===== src/rtl/caf_pkg.sv =====
// Package for the CAN acceptance filter control block (filters 20 to 31).
// Assumes one 250 MHz clock and an APB3 slave with 32-bit data.
package caf_pkg;
   localparam int CAF_FIRST_FILTER = 20;
   localparam int CAF_NUM_FILTERS = 12;
   localparam int CAF_PER_GROUP = 4;
   localparam int CAF_NUM_GROUPS = 3;
   localparam int CAF_CLK_MHZ = 250;

   // Byte addresses on the register bus.
   localparam logic [7:0] CAF_CTRL_OFS = 8'h00;
   localparam logic [7:0] CAF_IDENT_OFS = 8'h10;
   localparam logic [7:0] CAF_STATUS_OFS = 8'h40;

   // Layout of one filter control byte.
   localparam int CAF_EN_BIT = 7;
   localparam int CAF_MSEL_LO = 5;
   localparam int CAF_FSEL_LO = 0;
   localparam logic [1:0] CAF_MASK0 = 2'h0;
   localparam logic [1:0] CAF_MASK1 = 2'h1;
   localparam logic [1:0] CAF_MASK2 = 2'h2;
   localparam logic [1:0] CAF_MASK3 = 2'h3;

   // Layout of an identifier word: standard part 31:21, format flag 19, extended part 17:0.
   localparam logic [31:0] CAF_SID_BITS = 32'hFFE0_0000;
   localparam logic [31:0] CAF_EXT_BIT = 32'h0008_0000;
   localparam logic [31:0] CAF_IDENT_IMPL = 32'hFFEB_FFFF;
   localparam int CAF_EXT_POS = 19;

   // Status register fields.
   localparam int CAF_ST_FIFO_LO = 0;
   localparam int CAF_ST_FILT_LO = 8;
   localparam int CAF_ST_VALID = 16;

   localparam logic [7:0] CAF_CTRL_RESET = 8'h00;
   localparam logic [31:0] CAF_IDENT_RESET = 32'h0000_0000;
endpackage


===== src/rtl/caf_filter_slot.sv =====
// One acceptance filter: its control byte, its identifier value and its comparison.
// Assumes write strobes come from the bus decoder on the same clock.
`timescale 1ns/1ns
`default_nettype none
module caf_filter_slot
   import caf_pkg::*;
(
   input wire logic mclk,
   input wire logic reset_n,
   input wire logic ctrl_we,
   input wire logic [7:0] ctrl_wdata,
   input wire logic ident_we,
   input wire logic [31:0] ident_wdata,
   input wire logic [31:0] mask_0,
   input wire logic [31:0] mask_1,
   input wire logic [31:0] mask_2,
   input wire logic [31:0] mask_3,
   input wire logic [31:0] rx_ident,
   output logic [7:0] ctrl,
   output logic [31:0] ident,
   output logic hit
);
   logic filter_on;
   logic [1:0] mask_choice;
   logic [4:0] fifo_target;
   logic [31:0] sel_mask;
   logic [31:0] eff_mask;
   logic [31:0] diff;

   assign ctrl = {filter_on, mask_choice, fifo_target};

   ////////////////////////////////////////////////////////////////////////////////
   // Fields only move while the filter is off, so a live comparison never sees a
   // half-changed setup. The enable bit itself is always writable.
   always_ff @(posedge mclk or negedge reset_n) begin
      if (!reset_n) begin
         filter_on <= CAF_CTRL_RESET[CAF_EN_BIT];
         mask_choice <= CAF_CTRL_RESET[CAF_MSEL_LO +: 2];
         fifo_target <= CAF_CTRL_RESET[CAF_FSEL_LO +: 5];
         ident <= CAF_IDENT_RESET;
      end else begin
         if (ctrl_we) begin
            filter_on <= ctrl_wdata[CAF_EN_BIT];
            if (!filter_on) begin
               mask_choice <= ctrl_wdata[CAF_MSEL_LO +: 2];
               fifo_target <= ctrl_wdata[CAF_FSEL_LO +: 5];
            end
         end
         if (ident_we && !filter_on) begin
            ident <= ident_wdata & CAF_IDENT_IMPL;
         end
      end
   end

   ////////////////////////////////////////////////////////////////////////////////
   assign sel_mask = (mask_choice == CAF_MASK3) ? mask_3 :
                     (mask_choice == CAF_MASK2) ? mask_2 :
                     (mask_choice == CAF_MASK1) ? mask_1 : mask_0;
   // A standard-format filter ignores the extended part; the format flag always counts.
   assign eff_mask = ((ident[CAF_EXT_POS] ? sel_mask : (sel_mask & CAF_SID_BITS))
                      | CAF_EXT_BIT) & CAF_IDENT_IMPL;
   assign diff = (rx_ident ^ ident) & eff_mask;
   assign hit = filter_on && (diff == 32'h0000_0000);

   ////////////////////////////////////////////////////////////////////////////////
   property p_lock;
      @(posedge mclk) disable iff (!reset_n)
      (ctrl_we && filter_on) |=> (ctrl[6:0] == $past(ctrl[6:0]));
   endproperty
   a_lock: assert property (p_lock) else $error("fields changed while enabled");

   property p_enable;
      @(posedge mclk) disable iff (!reset_n)
      ctrl_we |=> (filter_on == $past(ctrl_wdata[CAF_EN_BIT]));
   endproperty
   a_enable: assert property (p_enable) else $error("enable bit not written");

   property p_off_quiet;
      @(posedge mclk) disable iff (!reset_n)
      !filter_on |-> !hit;
   endproperty
   a_off_quiet: assert property (p_off_quiet) else $error("disabled filter hit");

   // A standard-part difference under mask 3 must always block the hit, whatever the format.
   property p_mask3;
      @(posedge mclk) disable iff (!reset_n)
      (mask_choice == CAF_MASK3 && ((rx_ident ^ ident) & mask_3 & CAF_SID_BITS) != 32'h0000_0000)
         |-> !hit;
   endproperty
   a_mask3: assert property (p_mask3) else $error("wrong mask chosen");

   property p_ident_lock;
      @(posedge mclk) disable iff (!reset_n)
      filter_on |=> $stable(ident);
   endproperty
   a_ident_lock: assert property (p_ident_lock) else $error("ident changed while on");

   property p_format;
      @(posedge mclk) disable iff (!reset_n)
      (rx_ident[CAF_EXT_POS] != ident[CAF_EXT_POS]) |-> !hit;
   endproperty
   a_format: assert property (p_format) else $error("format mismatch hit");
endmodule
`default_nettype wire


===== src/rtl/caf_filter_ctrl.sv =====
// Contract
// - enable bit turns filter on or off
// - mask select picks mask zero to three
// - FIFO select names destination FIFO 0-31
// - byte: enable top, mask next, FIFO low
// - highest filter of group in bits 31:24
// - three registers, four filters each, ascending
// - all fields reset to zero
// - match unmasked identifier bits and format flag
//
// Top of the acceptance filter control block: APB3 slave, twelve filter slots and
// the routing of a received identifier to its FIFO.
// Assumes the receive path and the four masks are driven on mclk.
`timescale 1ns/1ns
`default_nettype none
module caf_filter_ctrl
   import caf_pkg::*;
(
   input wire logic mclk,
   input wire logic reset_n,
   input wire logic psel,
   input wire logic penable,
   input wire logic pwrite,
   input wire logic [7:0] paddr,
   input wire logic [31:0] pwdata,
   output logic [31:0] prdata,
   output logic pready,
   output logic pslverr,
   input wire logic [31:0] mask_0,
   input wire logic [31:0] mask_1,
   input wire logic [31:0] mask_2,
   input wire logic [31:0] mask_3,
   input wire logic rx_valid,
   input wire logic [31:0] rx_ident,
   output logic rx_hit,
   output logic [4:0] rx_fifo,
   output logic [4:0] rx_filter,
   output logic [11:0] filter_on
);
   logic [7:0] ctrl [CAF_NUM_FILTERS];
   logic [31:0] ident [CAF_NUM_FILTERS];
   logic [CAF_NUM_FILTERS-1:0] hit;
   logic [CAF_NUM_GROUPS-1:0] ctrl_sel;
   logic [CAF_NUM_FILTERS-1:0] ident_sel;
   logic [31:0] group_word [CAF_NUM_GROUPS];
   wire logic access = psel && penable;
   wire logic wr = access && pwrite;
   wire logic status_sel = (paddr == CAF_STATUS_OFS);
   wire logic mapped = (|ctrl_sel) || (|ident_sel) || status_sel;
   logic [31:0] next_rdata;
   logic any_hit;
   logic [3:0] first_hit;
   logic last_valid;

   ////////////////////////////////////////////////////////////////////////////////
   // Register decode. Slot i sits in group i/4, byte lane i%4, so the
   // lowest filter of a group is in the low byte.
   genvar g;
   generate
      for (g = 0; g < CAF_NUM_GROUPS; g++) begin : grp
         assign ctrl_sel[g] = (paddr == CAF_CTRL_OFS + 8'(4 * g));
         assign group_word[g] = {ctrl[4*g+3], ctrl[4*g+2], ctrl[4*g+1], ctrl[4*g]};
      end
      for (g = 0; g < CAF_NUM_FILTERS; g++) begin : slot
         assign ident_sel[g] = (paddr == CAF_IDENT_OFS + 8'(4 * g));
         assign filter_on[g] = ctrl[g][CAF_EN_BIT];
         caf_filter_slot u_slot (
            .mclk(mclk),
            .reset_n(reset_n),
            .ctrl_we(wr && ctrl_sel[g / CAF_PER_GROUP]),
            .ctrl_wdata(pwdata[8 * (g % CAF_PER_GROUP) +: 8]),
            .ident_we(wr && ident_sel[g]),
            .ident_wdata(pwdata),
            .mask_0(mask_0),
            .mask_1(mask_1),
            .mask_2(mask_2),
            .mask_3(mask_3),
            .rx_ident(rx_ident),
            .ctrl(ctrl[g]),
            .ident(ident[g]),
            .hit(hit[g])
         );
      end
   endgenerate

   ////////////////////////////////////////////////////////////////////////////////
   // Read data is fetched in the setup cycle so the access phase needs no wait.
   always_comb begin
      next_rdata = 32'h0000_0000;
      for (int k = 0; k < CAF_NUM_GROUPS; k++) begin
         if (ctrl_sel[k]) begin
            next_rdata = group_word[k];
         end
      end
      for (int k = 0; k < CAF_NUM_FILTERS; k++) begin
         if (ident_sel[k]) begin
            next_rdata = ident[k];
         end
      end
      if (status_sel) begin
         next_rdata[CAF_ST_FIFO_LO +: 5] = rx_fifo;
         next_rdata[CAF_ST_FILT_LO +: 5] = rx_filter;
         next_rdata[CAF_ST_VALID] = last_valid;
      end
   end

   assign pready = 1'b1;
   assign pslverr = access && !mapped;

   always_ff @(posedge mclk or negedge reset_n) begin
      if (!reset_n) begin
         prdata <= 32'h0000_0000;
      end else if (psel && !penable && !pwrite) begin
         prdata <= next_rdata;
      end
   end

   ////////////////////////////////////////////////////////////////////////////////
   // The lowest-numbered matching filter wins when several accept one message.
   always_comb begin
      any_hit = 1'b0;
      first_hit = 4'h0;
      for (int k = CAF_NUM_FILTERS - 1; k >= 0; k--) begin
         if (hit[k]) begin
            any_hit = 1'b1;
            first_hit = 4'(k);
         end
      end
   end

   always_ff @(posedge mclk or negedge reset_n) begin
      if (!reset_n) begin
         rx_hit <= 1'b0;
         rx_fifo <= 5'h00;
         rx_filter <= 5'h00;
         last_valid <= 1'b0;
      end else begin
         rx_hit <= rx_valid && any_hit;
         if (rx_valid && any_hit) begin
            rx_fifo <= ctrl[first_hit][CAF_FSEL_LO +: 5];
            rx_filter <= 5'(CAF_FIRST_FILTER) + 5'(first_hit);
            last_valid <= 1'b1;
         end
      end
   end

   ////////////////////////////////////////////////////////////////////////////////
   property p_route;
      @(posedge mclk) disable iff (!reset_n)
      (rx_valid && any_hit) |=> (rx_hit && rx_fifo == $past(ctrl[first_hit][4:0]));
   endproperty
   a_route: assert property (p_route) else $error("message routed to wrong FIFO");

   property p_no_spurious;
      @(posedge mclk) disable iff (!reset_n)
      !(rx_valid && any_hit) |=> !rx_hit;
   endproperty
   a_no_spurious: assert property (p_no_spurious) else $error("hit without match");

   property p_group0_read;
      @(posedge mclk) disable iff (!reset_n)
      (psel && !penable && !pwrite && ctrl_sel[0] && !(wr)) |=>
         (prdata == {$past(ctrl[3]), $past(ctrl[2]), $past(ctrl[1]), $past(ctrl[0])});
   endproperty
   a_group0_read: assert property (p_group0_read) else $error("group read layout");

   property p_top_byte;
      @(posedge mclk) disable iff (!reset_n)
      (wr && ctrl_sel[1] && !filter_on[7]) |=> (ctrl[7][4:0] == $past(pwdata[28:24]));
   endproperty
   a_top_byte: assert property (p_top_byte) else $error("filter 27 field misplaced");

   property p_unmapped;
      @(posedge mclk) disable iff (!reset_n)
      (access && !mapped) |-> pslverr;
   endproperty
   a_unmapped: assert property (p_unmapped) else $error("unmapped access not flagged");

   property p_group2_read;
      @(posedge mclk) disable iff (!reset_n)
      (psel && !penable && !pwrite && ctrl_sel[2]) |=>
         (prdata == {$past(ctrl[11]), $past(ctrl[10]), $past(ctrl[9]), $past(ctrl[8])});
   endproperty
   a_group2_read: assert property (p_group2_read) else $error("third group read layout");

   property p_enable_lane;
      @(posedge mclk) disable iff (!reset_n)
      (wr && ctrl_sel[0]) |=> (filter_on[0] == $past(pwdata[7]));
   endproperty
   a_enable_lane: assert property (p_enable_lane) else $error("enable bit lane");

   property p_mask_lane;
      @(posedge mclk) disable iff (!reset_n)
      (wr && ctrl_sel[2] && !filter_on[11]) |=> (ctrl[11][6:5] == $past(pwdata[30:29]));
   endproperty
   a_mask_lane: assert property (p_mask_lane) else $error("mask select lane");

   // The status word and the routing outputs must not drift between matches.
   property p_route_hold;
      @(posedge mclk) disable iff (!reset_n)
      !(rx_valid && any_hit) |=> ($stable(rx_fifo) && $stable(rx_filter));
   endproperty
   a_route_hold: assert property (p_route_hold) else $error("route moved without match");

   property p_lowest_number;
      @(posedge mclk) disable iff (!reset_n)
      (rx_valid && hit[0]) |=> (rx_filter == 5'(CAF_FIRST_FILTER));
   endproperty
   a_lowest_number: assert property (p_lowest_number) else $error("filter number wrong");

   property p_mapped_ok;
      @(posedge mclk) disable iff (!reset_n)
      (access && mapped) |-> !pslverr;
   endproperty
   a_mapped_ok: assert property (p_mapped_ok) else $error("mapped access flagged");

   property p_status_read;
      @(posedge mclk) disable iff (!reset_n)
      (psel && !penable && !pwrite && status_sel) |=> (prdata[4:0] == $past(rx_fifo));
   endproperty
   a_status_read: assert property (p_status_read) else $error("status FIFO field");
endmodule
`default_nettype wire


===== config.mk =====
export PLATFORM = sky130hd
export DESIGN_NAME = caf_filter_ctrl
export DESIGN_NICKNAME = d
export VERILOG_FILES = /design/src/rtl/caf_pkg.sv /design/src/rtl/caf_filter_slot.sv /design/src/rtl/caf_filter_ctrl.sv
export SDC_FILE = /design/constraint.sdc
export NUM_CORES = 2
export LEC_CHECK = 0
export ABC_CLOCK_PERIOD_IN_PS = 3600
export BUFFER_PORTS_ARGS = -buffer_cell sky130_fd_sc_hd__buf_4
export CAP_MARGIN = 10
export CELL_PAD_IN_SITES_DETAIL_PLACEMENT = 2
export CELL_PAD_IN_SITES_GLOBAL_PLACEMENT = 2
export CORE_MARGIN = 3
export CORE_UTILIZATION = 35
export CTS_CLUSTER_DIAMETER = 60
export DETAILED_ROUTE_END_ITERATION = 10
export PLACE_DENSITY = 0.73
export SLEW_MARGIN = 20
export SYNTH_ARGS = -nofsm -noshare
export SYNTH_HDL_FRONTEND = slang
export SYNTH_SLANG_ARGS = --single-unit

===== constraint.sdc =====
create_clock -name mclk -period 3.6 [get_ports mclk]
set_input_delay 0.9 -clock mclk [delete_from_list [all_inputs] [get_ports mclk]]
set_output_delay 0.9 -clock mclk [all_outputs]
set_load 0.1 [all_outputs]

==> impl_metrics.csv, run 1 <==
group,metric,value,unit
synth,synth_fa_ha_area_share,0.0336,%
floorplan,top_level_ports,263,
global_routing,grt_max_degree,76,
floorplan,die_y,332,µm
clock_tree,postCtsHoldBufs,0,
synth,synthSimpleGateAreaFrac,8.54,%
clock_tree,cts_inserted_buffers,53,
placed_design,portBuffers,247,
synth,syn-num-nets,4004,
floorplan,num_rows,118,
synth,synth-seq-cells,500,
floorplan,start_util,35.6,%
synth,synth_edf_count,0,
global_routing,overflow,6,
synth,syn-cell-area,37200,µm²
synth,synthArstFlopShare,100,%
synth,synth_top_family_by_area,"multiplexers",
placed_design,dpl_cell_area,51200,µm²
status,outcome,"aborted with a tool error",
clock_tree,clock_path_buffers,3,
synth,synth_ff_type,"dfrtp_1",
synth,synthCells,3797,
floorplan,fp.dieW,332,µm
synth,ys_seq_area_share,33.6,%
global_routing,antenna_found_initial,68,
global_routing,grtUsageTotal,75.5,%
synth,synth-compound-area-share,21.3,%
synth,ys_warn_count,0,
clock_tree,numClockSinks,500,
placed_design,place_congestion,1.10,
synth,synth_xor_xnor_area_share,8.57,%
sta,grt_repair_worst_endpoint,"rx_fifo[2]$_DFFE_PN0P_/D",
status,haltStage,"global routing (5_1_grt)",
clock_tree,htree_num_levels,2,
synth,synth.avg_cell_area,9.80,µm²
synth,synth.area.mux_share,23.0,%
synth,synth_cell_types,90,
sta,worst_endpoint_kind,"register input",
placed_design,dp_hpwl,250000,µm
status,error,"[ERROR GRT-0232] Routing congestion too high. Check the congestion heatmap in the GUI.",
clock_tree,cts-root-buf,"clkbuf_16",
synth_stat cells, drive strengths merged (9+ instances only):
master / count / share of area [%]
o2111ai: 17 / 0.40
dfrtp: 500 / 34
mux4: 16 / 0.97
nor3b: 17 / 0.36
nor2: 139 / 1.4
nand2b: 38 / 0.68
o211ai: 43 / 0.87
o31ai: 16 / 0.32
a221o: 15 / 0.40
nor3: 30 / 0.42
nor2b: 9 / 0.15
clkbuf: 245 / 2.5
mux2: 571 / 17
a211oi: 16 / 0.36
and2: 20 / 0.34
nand2: 175 / 1.8
buf: 143 / 2.1
nor4: 29 / 0.49
o2bb2ai: 10 / 0.24
a222oi: 35 / 0.94
o21ai: 243 / 3.3
xor2: 314 / 7.4
a22o: 29 / 0.68
xnor2: 50 / 1.2
mux2i: 175 / 4.7
nand4: 59 / 0.99
a221oi: 60 / 1.4
o221ai: 122 / 2.9
o22ai: 100 / 1.7
a2bb2oi: 9 / 0.21
nand3: 58 / 0.78
or3b: 13 / 0.31
a31oi: 56 / 0.94
a21oi: 138 / 1.9
inv: 33 / 0.33
o221a: 38 / 1.2
a22oi: 111 / 2.2
what timing repair did:
item                                   in CTS
setup endpoints to repair                  18
resized for setup                         159
buffers inserted                           31
endpoints found under the hold margin       0
cloned                                      1
pin swaps                                  23
per-stage QoR:
| step | setup slack, ns | hold WS (ns) | utilization (%) | std cells | TNS (ns) |
|---|---|---|---|---|---|
| after floorplan | -0.0960 | 0.440 | - | 3797 | -0.296 |
| after global placement | -1.50 | 0.456 | 49.0 | 6480 | -16.39 |
| after detailed placement | -1.92 | 0.476 | 49.0 | 6480 | -31.10 |
| after CTS | -0.698 | 0.319 | 51.8 | 6610 | -5.74 |
layer usage:
| layer | GRT overflow | GRT usage, % |
|---|---|---|
| met5 | 0 | 48.5 |
| met4 | 1 | 69.4 |
| met3 | 2 | 63.1 |
| met2 | 3 | 88.8 |
| met1 | 0 | 76.9 |
kinds of logic after synthesis:
logic type / after synthesis
buffers and inverters: 424
other: 1
adder cells (fa/ha/maj): 1
flip-flops: 500
multiplexers: 762
AO/OA/AOI/OAI: 1117
AND/OR/NAND/NOR: 628
XOR/XNOR: 364
==> inputs of run 2 (changes only) <==
- ABC_CLOCK_PERIOD_IN_PS: 3600 -> 4700
- CELL_PAD_IN_SITES_DETAIL_PLACEMENT: 2 -> unset
- CELL_PAD_IN_SITES_GLOBAL_PLACEMENT: 2 -> unset
- CORE_UTILIZATION: 35 -> 20
- CTS_CLUSTER_DIAMETER: 60 -> unset
- PLACE_DENSITY: 0.73 -> unset
- PLACE_DENSITY_LB_ADDON: unset -> 0.15
- clock period: 3.6 -> 4.7 ns (I/O delays scaled with it)
==> run 2 against run 1 <==
Compared with the run above:
- the flow now finishes, with violations (setup timing)
- synthesized cell count unchanged
- area after synthesis is the same
==> impl_metrics.csv, run 2 <==
group,metric,value,unit
synth,synth_fa_ha_area_share,0.0336,%
global_routing,grt_max_degree,88,
route,vias,39200,
synth,synth.avg_cell_area,9.80,µm²
setup_path,crit_required,5.25,ns
sta,setup_tns,-0.00777,ns
global_routing,grt_pass1_vias,37600,
final_layout,layout_common_cells,"buf_4 (1122), mux2_2 (569), dfrtp_1 (488)",
synth,synthCells,3797,
run,cap_violations,0,
sta,finalSetupViolations,1,
floorplan,top_level_ports,263,
pwr,vdd_drop_max,295,µV
floorplan,fp.dieW,437,µm
pwr,power_leakage,22.5,nW
final_layout,reg_top3,"slot.u_slot.ident: 360 flops, slot.u_slot.fifo_target: 60 flops, prdata: 32 flops",
final_layout,instances_no_fill,7175,
status,violations,"setup timing",
pwr,powerDensity,250,nW/µm²
final_layout,layout.area.seq,12500,µm²
synth,synth_area_leaders,"dfrtp_1 (34%), mux2_2 (17%), xor2_1 (7.4%), mux2i_1 (4.7%), o21ai_0 (3.2%)",
global_routing,overflow,0,
synth,synth_xor_xnor_area_share,8.57,%
sta,finalCritPeriodShare,100,%
final_layout,multi_input_area,23100,µm²
clock_tree,htree_num_levels,2,
final_layout,largest_register_ffs,360,
synth,synth_top_family_by_area,"multiplexers",
synth,synth-seq-cells,500,
final_layout,final_common_cell,"buf_4",
synth,synthArstFlopShare,100,%
floorplan,die_y,437,µm
global_routing,grtUsageTotal,27.6,%
clock_tree,clk_pin_slew,0.06,ns
sta,slew_violations,0,
synth,ys_warn_count,0,
setup_path,cp.arrival,5.25,ns
clock_tree,cts_tree,"yes",
clock_tree,cts_inserted_buffers,60,
setup_path,critPathCaptureType,"flip-flop",
synth,ys_top_cells_by_count,"mux2_2 (569), dfrtp_1 (500), xor2_1 (314)",
synth,synth-compound-area-share,21.3,%
synth,synth_ff_type,"dfrtp_1",
clock_tree,clock_path_buffers,3,
route,via_per_inst,5.46,
sta,rsz0062_at_grt,"false",
placed_design,place_congestion,1.05,
sta,timing.slew.headroom,17.4,%
placed_design,dp_hpwl,221000,µm
synth,synth_edf_count,0,
sta,holdWs,0.488,ns
setup_path,crit_path_start_kind,"primary input",
route,wl_per_cell,38.2,µm
synth,synth.area.mux_share,23.0,%
sta,final.setup_skew,0.0223,ns
floorplan,dieArea,191000,µm²
route,drt_wl_total,274000,µm
final_layout,synthToLayoutAreaGrowth,35.9,%
sta,max_freq,0.212,GHz
final_layout,largest-register,"slot.u_slot.ident",
final_layout,n_fill_cell,19800,
floorplan,start_util,20.2,%
global_routing,grt_pass1_wl,360000,µm
clock_tree,postCtsHoldBufs,0,
setup_path,worstPathMaxFanout,8,
clock_tree,cts-root-buf,"clkbuf_16",
sta,tightest_slew,1.23,ns
placed_design,dp.cells,7045,
worst_hold_path,hold_class,"reg2reg",
synth,yosys.area.top_type,"dfrtp_1",
route,drt_iter0_drc,5136,
sta,post-route-min-period,4.71,ns
final_layout,drive_gt1_share,42.1,%
synth,ys_seq_area_share,33.6,%
synth,synth_cell_types,90,
clock_tree,numClockSinks,500,
route,first_pass_iters,6,
floorplan,core,184000,µm²
placed_design,portBuffers,247,
sta,setup_ws,-0.00777,ns
global_routing,antenna_found_initial,24,
synth,yosysMostFrequentCell,"mux2_2",
synth,syn-cell-area,37200,µm²
synth,yosysTopAreaCellShare,33.6,%
setup_path,worstSetupPathType,"in2reg",
sta,hold_viol,0,
floorplan,num_rows,157,
route,drc,0,
clock_tree,clock_latency,0.68,ns
status,outcome,"complete, but fails checks",
route,drt.antenna.violating_nets,0,
synth,synthSimpleGateAreaFrac,8.54,%
synth,syn-num-nets,4004,
final_layout,finish.net_count,4856,
run 2: cell counts after synthesis:
No cell type changed its count.
run 2: kinds of logic (layout without fill, tap and decap cells):
| family | count (synthesis) | count (layout) |
|---|---|---|
| compound gates | 1117 | 1117 |
| mux | 762 | 762 |
| flops | 500 | 500 |
| simple gates | 628 | 628 |
| other cells | 1 | 14 |
| buf+inv | 424 | 1325 |
| xor+xnor | 364 | 364 |
| fa+ha+maj | 1 | 1 |
run 2: cell type report:
type / instances / area share (%)
clock buffers: 82 / 3.42
repair buffers: 1178 / 18.9
well taps: 2464 / 6.10
multi-input cells: 2873 / 45.7
flip-flops and latches: 500 / 24.8
clock inverters: 29 / 0.795
inverters: 36 / 0.267
diodes: 13 / 0.0644
run 2: critical path, cell delays in order:
cell	delay, ns
buf_4	0.12
buf_4	0.17
buf_4	0.15
xor2_1	0.72
buf_4	0.23
o221a_2	0.19
a2bb2oi_1	0.06
and4b_1	0.19
a21oi_1	0.30
a2111o_1	0.26
nor3b_2	0.08
o21ai_2	0.31
buf_4	0.19
buf_4	0.14
and2_1	0.17
buf_4	0.14
mux2i_1	0.24
a221oi_1	0.11
a211o_1	0.30
run 2: metal layers:
layer  share of wire, %  global-route usage (%)  vias up
met1                 46                    39.6    20500
met2                 41                    40.2     2110
met5              0.010                       0        -
li1                   -                       -    16300
met3                8.8                    6.32      361
met4                4.0                    9.49        4
run 2: final timing paths:
check	from	endpoint	slack [ns]	depth (start not counted)
worst max-delay path	rx_ident[10]	rx_fifo[0]$_DFFE_PN0P_	-0.008	19
worst max register to register	slot[8].u_slot.mask_choice[0]$_DFFE_PN0P_	rx_fifo[0]$_DFFE_PN0P_	0.09	17
max in group asynchronous	reset_n	slot[8].u_slot.ident[28]$_DFFE_PN0P_	3.01	2
worst min-delay path	prdata[6]$_DFFE_PN0P_	prdata[6]$_DFFE_PN0P_	0.49	2
min in group asynchronous	reset_n	prdata[9]$_DFFE_PN0P_	0.50	1
worst min register to register	prdata[6]$_DFFE_PN0P_	prdata[6]$_DFFE_PN0P_	0.49	2
run 2: repair_timing:
item / in CTS / in global routing
gates resized for setup: 1 / 19
setup endpoints to repair: 5 / 6
setup buffers: 0 / 6
gates cloned: 0 / 0
pin swaps: 1 / 3
run 2: stage by stage:
stage,area (µm²),total power [W],setup slack (ns),utilization [%]
floorplan,37200,0.00572,0.129,-
global placement,48200,0.00747,-0.757,26.2
detailed placement,48200,0.00744,-0.689,26.2
CTS,50400,0.0126,0.0245,27.4
global route,50500,0.0129,0.00599,27.5
finish,50500,0.0126,-0.00777,27.5
run 2: power by group:
| group | internal (W) | switching (W) |
|---|---|---|
| clock | 0.00302 | 0.00213 |
| sequential | 0.00439 | 0.000112 |
| combinational | 0.00103 | 0.00193 |
Power figures use the tool's default switching activity.
